[config.mk]
export PLATFORM = sky130hd
export DESIGN_NAME = tmw_timer_wave
export DESIGN_NICKNAME = d
export VERILOG_FILES = /design/src/core/tmw_pkg.sv /design/src/core/tmw_timer_wave.sv
export SDC_FILE = /design/constraint.sdc
export NUM_CORES = 1
export LEC_CHECK = 0
export BUFFER_PORTS_ARGS = -buffer_cell sky130_fd_sc_hd__buf_2
export CAP_MARGIN = 40
export CELL_PAD_IN_SITES_DETAIL_PLACEMENT = 1
export CELL_PAD_IN_SITES_GLOBAL_PLACEMENT = 1
export CORE_MARGIN = 1
export CORE_UTILIZATION = 41
export CTS_CLUSTER_DIAMETER = 120
export DETAILED_ROUTE_END_ITERATION = 6
export GPL_TIMING_DRIVEN = 0
export MAX_ROUTING_LAYER = met4
export PLACE_DENSITY = 0.73
export SLEW_MARGIN = 10
export SYNTH_ARGS = -nofsm -noshare
export SYNTH_HDL_FRONTEND = slang
export SYNTH_SLANG_ARGS = --single-unit
[constraint.sdc]
create_clock -name CORE_CLK_I -period 3.6 [get_ports CORE_CLK_I]
set_clock_uncertainty 0.2 [all_clocks]
set_input_delay 0.72 -clock CORE_CLK_I [delete_from_list [all_inputs] [get_ports CORE_CLK_I]]
set_output_delay 0.72 -clock CORE_CLK_I [all_outputs]
set_load 0.03 [all_outputs]
[src/core/tmw_pkg.sv]
package tmw_pkg;

   // ==========================================================
   // Register map (byte addresses on APB)
   // ==========================================================
   localparam logic [7:0] ADDR_CTRL_A    = 8'h00;
   localparam logic [7:0] ADDR_CTRL_B    = 8'h04;
   localparam logic [7:0] ADDR_MATCH_A   = 8'h08;
   localparam logic [7:0] ADDR_MATCH_B   = 8'h0C;
   localparam logic [7:0] ADDR_CAPTURE   = 8'h10;
   localparam logic [7:0] ADDR_COUNTER   = 8'h14;
   localparam logic [7:0] ADDR_INT_STAT  = 8'h18;
   localparam logic [7:0] ADDR_INT_MASK  = 8'h1C;
   localparam logic [7:0] ADDR_PIN_DIR   = 8'h20;

   // ==========================================================
   // Field positions and reset values
   // ==========================================================
   localparam int         CA_MODE_A_LSB  = 6;
   localparam int         CA_MODE_B_LSB  = 4;
   localparam int         CB_HIGH_LSB    = 3;
   localparam logic [7:0] CTRL_A_WMASK   = 8'hF3;
   localparam logic [7:0] CTRL_A_RESET   = 8'h00;
   localparam logic [1:0] CTRL_B_RESET   = 2'h0;
   localparam logic [2:0] IRQ_RESET      = 3'h0;
   localparam int         IRQ_WRAP       = 0;
   localparam int         IRQ_MATCH_A    = 1;
   localparam logic [15:0] CNT_MAX       = 16'hFFFF;
   localparam logic [15:0] CNT_BOTTOM    = 16'h0000;
   localparam logic [15:0] TOP_8BIT      = 16'h00FF;
   localparam logic [15:0] TOP_9BIT      = 16'h01FF;
   localparam logic [15:0] TOP_10BIT     = 16'h03FF;

   // ==========================================================
   // Mode decode types
   // ==========================================================
   typedef enum logic [1:0] {TOP_FIXED = 2'h0, TOP_MATCH_A = 2'h1, TOP_CAPTURE = 2'h2} tmw_top_src_t;
   typedef enum logic [1:0] {EV_NOW = 2'h0, EV_TOP = 2'h1, EV_BOTTOM = 2'h2, EV_MAX = 2'h3} tmw_event_t;
   typedef enum logic [1:0] {DIR_UP = 2'b01, DIR_DOWN = 2'b10} tmw_dir_t;

   typedef struct packed {
      logic         nonpwm;    // Normal or clear-on-match
      logic         fast;      // Single-slope PWM
      logic         dual;      // Dual-slope PWM
      logic         toggle_ok; // Channel A may toggle in this PWM mode
      tmw_top_src_t top_src;
      logic [15:0]  top_fixed;
      tmw_event_t   update_at;
      tmw_event_t   wrap_at;
   } tmw_mode_t;

   // Decode of the 4-bit waveform mode
   function automatic tmw_mode_t tmw_decode(input logic [3:0] m);
      tmw_mode_t d;
      d = '{1'b1, 1'b0, 1'b0, 1'b0, TOP_FIXED, CNT_MAX, EV_NOW, EV_MAX};
      unique case (m)
         4'h0, 4'hD: d = d;
         4'h1: d = '{1'b0, 1'b0, 1'b1, 1'b0, TOP_FIXED, TOP_8BIT, EV_TOP, EV_BOTTOM};
         4'h2: d = '{1'b0, 1'b0, 1'b1, 1'b0, TOP_FIXED, TOP_9BIT, EV_TOP, EV_BOTTOM};
         4'h3: d = '{1'b0, 1'b0, 1'b1, 1'b0, TOP_FIXED, TOP_10BIT, EV_TOP, EV_BOTTOM};
         4'h4: d.top_src = TOP_MATCH_A;
         4'h5: d = '{1'b0, 1'b1, 1'b0, 1'b0, TOP_FIXED, TOP_8BIT, EV_TOP, EV_TOP};
         4'h6: d = '{1'b0, 1'b1, 1'b0, 1'b0, TOP_FIXED, TOP_9BIT, EV_TOP, EV_TOP};
         4'h7: d = '{1'b0, 1'b1, 1'b0, 1'b0, TOP_FIXED, TOP_10BIT, EV_TOP, EV_TOP};
         4'h8: d = '{1'b0, 1'b0, 1'b1, 1'b1, TOP_CAPTURE, CNT_MAX, EV_BOTTOM, EV_BOTTOM};
         4'h9: d = '{1'b0, 1'b0, 1'b1, 1'b1, TOP_MATCH_A, CNT_MAX, EV_BOTTOM, EV_BOTTOM};
         4'hA: d = '{1'b0, 1'b0, 1'b1, 1'b1, TOP_CAPTURE, CNT_MAX, EV_TOP, EV_BOTTOM};
         4'hB: d = '{1'b0, 1'b0, 1'b1, 1'b1, TOP_MATCH_A, CNT_MAX, EV_TOP, EV_BOTTOM};
         4'hC: d.top_src = TOP_CAPTURE;
         4'hE: d = '{1'b0, 1'b1, 1'b0, 1'b1, TOP_CAPTURE, CNT_MAX, EV_TOP, EV_TOP};
         4'hF: d = '{1'b0, 1'b1, 1'b0, 1'b1, TOP_MATCH_A, CNT_MAX, EV_TOP, EV_TOP};
      endcase
      return d;
   endfunction

endpackage

[src/core/tmw_timer_wave.sv]
// The address map and the APB slave port were decided locally.
module tmw_timer_wave (
   // Clock and reset
   input  wire logic        CORE_CLK_I,
   input  wire logic        RST_N_I,
   // APB slave
   input  wire logic        PSEL_I,
   input  wire logic        PENABLE_I,
   input  wire logic        PWRITE_I,
   input  wire logic [7:0]  PADDR_I,
   input  wire logic [31:0] PWDATA_I,
   output logic      [31:0] PRDATA_O,
   output logic             PREADY_O,
   output logic             PSLVERR_O,
   // Port data used when a pin is not overridden
   input  wire logic        PORT_A_DATA_I,
   input  wire logic        PORT_B_DATA_I,
   // Compare output pins
   output logic             TIMER1_CHAN_A_WAVE_OUT_O,
   output logic             TIMER1_CHAN_A_WAVE_OE_O,
   output logic             TIMER1_CHAN_B_WAVE_OUT_O,
   output logic             TIMER1_CHAN_B_WAVE_OE_O,
   // Interrupt
   output logic             IRQ_O
);

   // ==========================================================
   // Declarations
   // ==========================================================
   logic [7:0]          timer1_control_a_q;
   logic [1:0]          waveform_mode_high_bits_q;
   logic [15:0]         match_buf_q [2];
   logic [15:0]         match_act_q [2];
   logic [15:0]         capture_value_reg_q;
   logic [15:0]         counter_value_q;
   logic [15:0]         counter_value_d;
   tmw_pkg::tmw_dir_t   dir_q;
   tmw_pkg::tmw_dir_t   dir_d;
   logic [2:0]          int_stat_q;
   logic [2:0]          int_mask_q;
   logic [1:0]          pin_dir_q;
   logic [1:0]          wave_q;
   logic [1:0]          pin_q;
   logic [1:0]          pin_oe_q;
   logic [31:0]         prdata_q;

   // ==========================================================
   // APB decode
   // ==========================================================
   wire logic wr_en       = PSEL_I & PENABLE_I & PWRITE_I;
   wire logic rd_en       = PSEL_I & PENABLE_I & ~PWRITE_I;
   wire logic setup       = PSEL_I & ~PENABLE_I;
   wire logic sel_ctrl_a  = PADDR_I == tmw_pkg::ADDR_CTRL_A;
   wire logic sel_ctrl_b  = PADDR_I == tmw_pkg::ADDR_CTRL_B;
   wire logic sel_match_a = PADDR_I == tmw_pkg::ADDR_MATCH_A;
   wire logic sel_match_b = PADDR_I == tmw_pkg::ADDR_MATCH_B;
   wire logic sel_capture = PADDR_I == tmw_pkg::ADDR_CAPTURE;
   wire logic sel_counter = PADDR_I == tmw_pkg::ADDR_COUNTER;
   wire logic sel_stat    = PADDR_I == tmw_pkg::ADDR_INT_STAT;
   wire logic sel_mask    = PADDR_I == tmw_pkg::ADDR_INT_MASK;
   wire logic sel_pin_dir = PADDR_I == tmw_pkg::ADDR_PIN_DIR;
   wire logic sel_any     = sel_ctrl_a | sel_ctrl_b | sel_match_a | sel_match_b | sel_capture
                          | sel_counter | sel_stat | sel_mask | sel_pin_dir;

   // Zero wait states; unmapped addresses answer with an error
   assign PREADY_O  = 1'b1;
   assign PSLVERR_O = PSEL_I & PENABLE_I & ~sel_any;
   assign PRDATA_O  = prdata_q;

   // Read mux, sampled in the setup phase so read data comes from a flop
   wire logic [31:0] rd_mux =
        sel_ctrl_a  ? {24'h000000, timer1_control_a_q}
      : sel_ctrl_b  ? {24'h000000, 3'h0, waveform_mode_high_bits_q, 3'h0}
      : sel_match_a ? {16'h0000, match_buf_q[0]}
      : sel_match_b ? {16'h0000, match_buf_q[1]}
      : sel_capture ? {16'h0000, capture_value_reg_q}
      : sel_counter ? {16'h0000, counter_value_q}
      : sel_stat    ? {29'h00000000, int_stat_q}
      : sel_mask    ? {29'h00000000, int_mask_q}
      : sel_pin_dir ? {30'h00000000, pin_dir_q}
      : 32'h00000000;

   // ==========================================================
   // Mode decode
   // ==========================================================
   // mode assembly
   wire logic [3:0] waveform_mode_select = {waveform_mode_high_bits_q, timer1_control_a_q[1:0]};
   wire tmw_pkg::tmw_mode_t mode = tmw_pkg::tmw_decode(waveform_mode_select);
   wire logic [1:0] chan_a_output_mode = timer1_control_a_q[tmw_pkg::CA_MODE_A_LSB +: 2];
   wire logic [1:0] chan_b_output_mode = timer1_control_a_q[tmw_pkg::CA_MODE_B_LSB +: 2];
   wire logic [1:0] out_mode [2];
   assign out_mode[0] = chan_a_output_mode;
   assign out_mode[1] = chan_b_output_mode;

   // TOP source selection; the match A register used is the active copy
   // TOP source
   wire logic [15:0] top_val =
        (mode.top_src == tmw_pkg::TOP_MATCH_A) ? match_act_q[0]
      : (mode.top_src == tmw_pkg::TOP_CAPTURE) ? capture_value_reg_q
      : mode.top_fixed;

   wire logic at_top  = counter_value_q == top_val;
   wire logic at_bot  = counter_value_q == tmw_pkg::CNT_BOTTOM;
   wire logic at_max  = counter_value_q == tmw_pkg::CNT_MAX;
   wire logic counting_up = dir_q == tmw_pkg::DIR_UP;

   // ==========================================================
   // Counter sequencing
   // ==========================================================
   // TOP held one cycle
   // In dual slope the counter sits on TOP for one cycle, then steps down.
   // A TOP below the count while up just wraps through MAX like hardware would.
   always_comb begin
      counter_value_d = counter_value_q + 16'h0001;
      dir_d           = dir_q;
      if (mode.dual) begin
         unique case (dir_q)
            tmw_pkg::DIR_UP: begin
               if (at_top) begin
                  counter_value_d = counter_value_q - 16'h0001;
                  dir_d           = tmw_pkg::DIR_DOWN;
               end
            end
            tmw_pkg::DIR_DOWN: begin
               if (at_bot) begin
                  dir_d = tmw_pkg::DIR_UP;
               end else begin
                  counter_value_d = counter_value_q - 16'h0001;
               end
            end
         endcase
      end else begin
         dir_d = tmw_pkg::DIR_UP;
         if (at_top) begin
            counter_value_d = tmw_pkg::CNT_BOTTOM;
         end
      end
   end

   // Counter and direction; a software write replaces the count
   always_ff @(posedge CORE_CLK_I) begin
      if (!RST_N_I) begin
         counter_value_q <= tmw_pkg::CNT_BOTTOM;
         dir_q           <= tmw_pkg::DIR_UP;
      end else begin
         counter_value_q <= (wr_en && sel_counter) ? PWDATA_I[15:0] : counter_value_d;
         dir_q           <= dir_d;
      end
   end

   // ==========================================================
   // Update and wrap events
   // ==========================================================
   // update point
   wire logic update_now =
        (mode.update_at == tmw_pkg::EV_NOW)
      | ((mode.update_at == tmw_pkg::EV_TOP) & at_top)
      | ((mode.update_at == tmw_pkg::EV_BOTTOM) & at_bot);

   // Wrap at BOTTOM only fires when turning, not at reset start
   // wrap flag point
   wire logic wrap_evt =
        ((mode.wrap_at == tmw_pkg::EV_MAX) & at_max)
      | ((mode.wrap_at == tmw_pkg::EV_TOP) & at_top)
      | ((mode.wrap_at == tmw_pkg::EV_BOTTOM) & at_bot & ~counting_up);

   // ==========================================================
   // Software registers
   // ==========================================================
   // reserved bits masked
   always_ff @(posedge CORE_CLK_I) begin
      if (!RST_N_I) begin
         timer1_control_a_q        <= tmw_pkg::CTRL_A_RESET;
         waveform_mode_high_bits_q <= tmw_pkg::CTRL_B_RESET;
         capture_value_reg_q       <= tmw_pkg::CNT_BOTTOM;
         int_mask_q                <= tmw_pkg::IRQ_RESET;
         pin_dir_q                 <= 2'h0;
      end else if (wr_en) begin
         if (sel_ctrl_a) begin
            timer1_control_a_q <= PWDATA_I[7:0] & tmw_pkg::CTRL_A_WMASK;
         end
         if (sel_ctrl_b) begin
            waveform_mode_high_bits_q <= PWDATA_I[tmw_pkg::CB_HIGH_LSB +: 2];
         end
         if (sel_capture) begin
            capture_value_reg_q <= PWDATA_I[15:0];
         end
         if (sel_mask) begin
            int_mask_q <= PWDATA_I[2:0];
         end
         if (sel_pin_dir) begin
            pin_dir_q <= PWDATA_I[1:0];
         end
      end
   end

   // Read data captured in setup phase; stable through the access phase
   always_ff @(posedge CORE_CLK_I) begin
      if (!RST_N_I) begin
         prdata_q <= 32'h00000000;
      end else if (setup) begin
         prdata_q <= rd_mux;
      end
   end

   // ==========================================================
   // Compare channels
   // ==========================================================
   logic [1:0] match_hit;
   logic [1:0] wave_d;
   logic [1:0] override;

   for (genvar i = 0; i < 2; i++) begin : g_chan
      wire logic chan_a   = (i == 0);
      wire logic wr_match = wr_en & ((i == 0) ? sel_match_a : sel_match_b);
      wire logic ocr_top  = match_act_q[i] == top_val;
      wire logic ocr_bot  = match_act_q[i] == tmw_pkg::CNT_BOTTOM;
      wire logic mode_01  = out_mode[i] == 2'b01;
      // Toggle allowed in non-PWM always, in PWM only for A in listed modes
      wire logic tog_ok   = mode.nonpwm | (chan_a & mode.toggle_ok);

      assign match_hit[i] = counter_value_q == match_act_q[i];
      assign override[i]  = (out_mode[i] != 2'b00) & ~(mode_01 & ~tog_ok);

      // Buffer written by software; active copy loaded at the update point
      always_ff @(posedge CORE_CLK_I) begin
         if (!RST_N_I) begin
            match_buf_q[i] <= tmw_pkg::CNT_BOTTOM;
            match_act_q[i] <= tmw_pkg::CNT_BOTTOM;
         end else begin
            if (wr_match) begin
               match_buf_q[i] <= PWDATA_I[15:0];
            end
            if (update_now) begin
               match_act_q[i] <= match_buf_q[i];
            end
         end
      end

      // Next output level per mode class
      always_comb begin
         wave_d[i] = wave_q[i];
         if (mode_01) begin
            if (match_hit[i] && tog_ok) begin
               wave_d[i] = ~wave_q[i];
            end
         end else if (out_mode[i][1]) begin
            if (mode.nonpwm) begin
               if (match_hit[i]) begin
                  wave_d[i] = out_mode[i][0];
               end
            end else if (mode.fast) begin
               if (at_top) begin
                  wave_d[i] = ~out_mode[i][0];
               end else if (match_hit[i] && !ocr_top) begin
                  wave_d[i] = out_mode[i][0];
               end
            end else begin
               if (ocr_bot) begin
                  wave_d[i] = out_mode[i][0];
               end else if (ocr_top) begin
                  wave_d[i] = ~out_mode[i][0];
               end else if (match_hit[i]) begin
                  wave_d[i] = counting_up ? out_mode[i][0] : ~out_mode[i][0];
               end
            end
         end
      end
   end

   // Waveform state and registered pin drive
   // direction gates driver
   always_ff @(posedge CORE_CLK_I) begin
      if (!RST_N_I) begin
         wave_q   <= 2'h0;
         pin_q    <= 2'h0;
         pin_oe_q <= 2'h0;
      end else begin
         wave_q   <= wave_d;
         pin_q[0] <= override[0] ? wave_q[0] : PORT_A_DATA_I;
         pin_q[1] <= override[1] ? wave_q[1] : PORT_B_DATA_I;
         pin_oe_q <= pin_dir_q;
      end
   end

   assign TIMER1_CHAN_A_WAVE_OUT_O = pin_q[0];
   assign TIMER1_CHAN_A_WAVE_OE_O  = pin_oe_q[0];
   assign TIMER1_CHAN_B_WAVE_OUT_O = pin_q[1];
   assign TIMER1_CHAN_B_WAVE_OE_O  = pin_oe_q[1];

   // ==========================================================
   // Interrupt status
   // ==========================================================
   // Sticky status; a read clears, but an event in the same cycle wins
   wire logic [2:0] int_evt = {match_hit[1], match_hit[0], wrap_evt};
   wire logic       stat_rd = rd_en & sel_stat;

   always_ff @(posedge CORE_CLK_I) begin
      if (!RST_N_I) begin
         int_stat_q <= tmw_pkg::IRQ_RESET;
      end else begin
         int_stat_q <= (stat_rd ? 3'h0 : int_stat_q) | int_evt;
      end
   end

   // Level interrupt while any unmasked status bit is set
   assign IRQ_O = |(int_stat_q & int_mask_q);

endmodule

==> metrics <==
status=completed; crit path max fanout=10; total grt overflow=0; Post-Route WL=42200 microns; crit-path leading delay family=compound AO/OA/AOI/OAI gates; Final Instance Count excl. Fillers=1452; FMAX=278 MHz; Post-Syn Area=9060 sq um; CTS tree=done; peak supply drop=0.000253 V; initial drt markers=1029; final setup margin=~0.00090 ns; minimum clock period=3.60 ns; register area share after synthesis=0.371; clk sinks=136; max-slew violation count=0; initial antenna violation count=0; Avg Synthesized Cell Area=8.48 sq um; number of flops mapped to enable cells by yosys=between 60 and 70; ANT nets after route=0; Die Y=~150 microns; Worst-Margin Slew=0.926 ns; Initial Utilization=0.416; largest net degree at the start of global routing=23; post-synthesis instance total=1068; asr flop ratio synth=0; 1st-pass router iterations=7; Rows=54; maxcap violations=0; detailed placer's ending HPWL=between 30000 and 40000 microns; I/O Buffers=50; Post-Layout Inst Area=approximately 11000 sq um; CTS buffer count=17; total track usage=0.392; Clock Path Buffers=2; # DRC=0; first-pass GRT wire length=between 60000 and 70000 microns; Setup violations, final=0; filler instances=2626; CP Data Required Time=3.74 ns; Power per Cell Area=around 380 nW/um^2; DR vias/cell=between 6 and 7; met1 Use GR=0.484; Hold WC Path Type=reg -> reg; Setup WS pre-CTS=-0.808 ns; clock-pin slew on the worst setup and hold paths=0.07 ns; met2 Usage GRT=0.595; LEAKAGE=3.88 nW; YS warnings=0; Worst path max stage delay=0.49 ns; GRT Max-Usage Layer=met2; vias in the first global route=9194; Startpoint Class=flip-flop; CTS root buffer=clkbuf_16; Yosys cell types=84; slowest stage cell on the critical path=dfxtp_1; IO Count=86; Avg WL per Cell=approximately 29 microns; Placer Congestion=1.01; nets=1207; minimum hold slack=0.290 ns; total number of vias=9542; Synth Flop Type=dfxtp_1; final worst-path cycle share=1.00; Core Region=between 20000 and 25000 sq um; met3 usage in global routing=0.0888; critical path class=reg -> reg; area delta synth->final=16.8%; Horiz. Die Dim=151 microns; register bit total from synthesis=136; die area=22700 sq um; Worst-Skew Late Latency=0.44 ns; cell breakdown of the critical path=clkbuf_4, buf_4, buf_2, buf_4, o32ai_1, a2111oi_2, nand4_1, o31ai_2, a311oi_1, a311oi_1; CP bufs+invs=4; final hold vios=0; Cell Area, Placed=9760 sq um; DP Cell Count=1415; Worst slew margin=0.378; Setup crit end kind=flip-flop; Arr. time, crit path=3.74 ns; htree depth=4; share of layout cells above drive strength 1=0.165
-- power breakdown --
part	total, mW	internal [mW]	switching, mW
Clock	1.78	0.981	0.801
Combinational	0.472	0.160	0.312
Sequential	1.75	1.67	0.0797
Total	4.01	2.81	1.19
-- routing by layer --
metal	part of all wire	routed length (microns)	vias to the layer above
li1	-	-	4121
met1	0.39	16500	4644
met2	0.45	18900	630
met3	0.11	4540	147
met4	0.055	2300	0
met5	0	0	-
-- area by class of cell --
| class | count | area, sq um | area share |
|---|---|---|---|
| well taps | 280 | 350 | 0.0331 |
| flip-flops and latches | 136 | 3360 | 0.318 |
| clock buffers | 17 | 425 | 0.0402 |
| multi-input cells | 811 | 5310 | 0.502 |
| inverters | 32 | 124 | 0.0117 |
| clock inverters | 15 | 156 | 0.0148 |
| repair buffers | 60 | 340 | 0.0322 |
| diodes | 1 | 2.50 | 0.000236 |
| plain buffers | 100 | 513 | 0.0485 |
-- repair_timing --
| item | in CTS | in global routing |
|---|---|---|
| gates resized for setup | 26 | 26 |
| pin swaps | 2 | 0 |
| endpoints found under the setup margin | 84 | 79 |
| setup buffers | 4 | 4 |
| hold buffers | 0 | 0 |
-- synthesized netlist by cell type (25+ instances only) --
cell type | number | area (sq um)
nand2_1 | 88 | 330
a21oi_1 | 79 | 395
and2_1 | 73 | 457
dfxtp_1 | 72 | 1440
edfxtp_1 | 64 | 1920
clkbuf_1 | 63 | 236
nor2_1 | 59 | 221
o21ai_0 | 42 | 210
nand3_1 | 37 | 185
inv_1 | 32 | 120
nor3_1 | 28 | 140
xor2_1 | 27 | 236
nand2b_1 | 25 | 156
nor4_1 | 25 | 156
-- cell usage in the layout, fill, tap and decap left out, drive strengths merged, types with 8 or more instances in the layout --
master   n
or3     18
dfxtp   72
nor4    26
inv     40
o211ai  10
nor2b   15
mux2i   12
and2    74
a211oi  18
mux2    12
a22oi   17
o22ai    8
buf     99
xor2    27
nand2   88
o21ai   47
a222oi  12
clkbuf  78
a21oi   81
nand2b  25
and3    12
edfxtp  64
nor2    60
nor3    29
nand3   37
a31oi   22
conb    17
nand4   16
o31ai   15
xnor2   19
-- registers in the layout, summed over array words and instances (netlist names) --
| register | cells |
|---|---|
| match_act_q | 32 |
| match_buf_q | 32 |
| PRDATA_O | 16 |
| capture_value_reg_q | 16 |
| counter_value_q | 16 |
| timer1_control_a_q | 6 |
| int_mask_q | 3 |
| int_stat_q | 3 |
| dir_q | 2 |
| pin_dir_q | 2 |
| pin_oe_q | 2 |
| pin_q | 2 |
| wave_q | 2 |
| waveform_mode_high_bits_q | 2 |
-- worst paths after layout --
| path | startpoint | to | slack (ns) | cells after the start |
|---|---|---|---|---|
| min | pin_dir_q[1]$_SDFFE_PN0P_ | pin_dir_q[1]$_SDFFE_PN0P_ | 0.29 | 2 |
| min reg2reg | pin_dir_q[1]$_SDFFE_PN0P_ | pin_dir_q[1]$_SDFFE_PN0P_ | 0.29 | 2 |
| max reg2reg | timer1_control_a_q[0]$_SDFFE_PN0P_ | wave_q[1]$_SDFFE_PN0P_ | 0.0009 | 10 |
| max | timer1_control_a_q[0]$_SDFFE_PN0P_ | wave_q[1]$_SDFFE_PN0P_ | 0.0009 | 10 |
-- cell families (layout without fill, tap and decap cells) --
kind of cell,count (synthesis),after routing,share of synthesized area
buffers and inverters,136,224,0.0692
DFF,136,136,0.371
adders and majority gates,2,2,0.00276
and+or+nand+nor,426,426,0.258
muxes,24,24,0.0282
other,2,18,0.000829
xor gates and xnor gates,46,46,0.0445
AOI/OAI and AO/OA,296,296,0.225
-- through the flow --
step	setup TNS (ns)	power, mW	util
2_1_floorplan	0	2.03	-
3_3_place_gp	-68.17	2.22	0.447
3_5_place_dp	-30.29	2.22	0.448
4_1_cts	0	3.99	0.481
5_1_grt	-0.113	4.09	0.486
6_report	0	4.01	0.487
-- worst min-delay path: cells and delay by family, from the launching register on --
family	cells	cell delay (ns)
AOI/OAI and AO/OA	1	0.05
DFF	1	0.33
and+or+nand+nor	1	0.06
No activity file was read; power rests on OpenSTA's default activity.
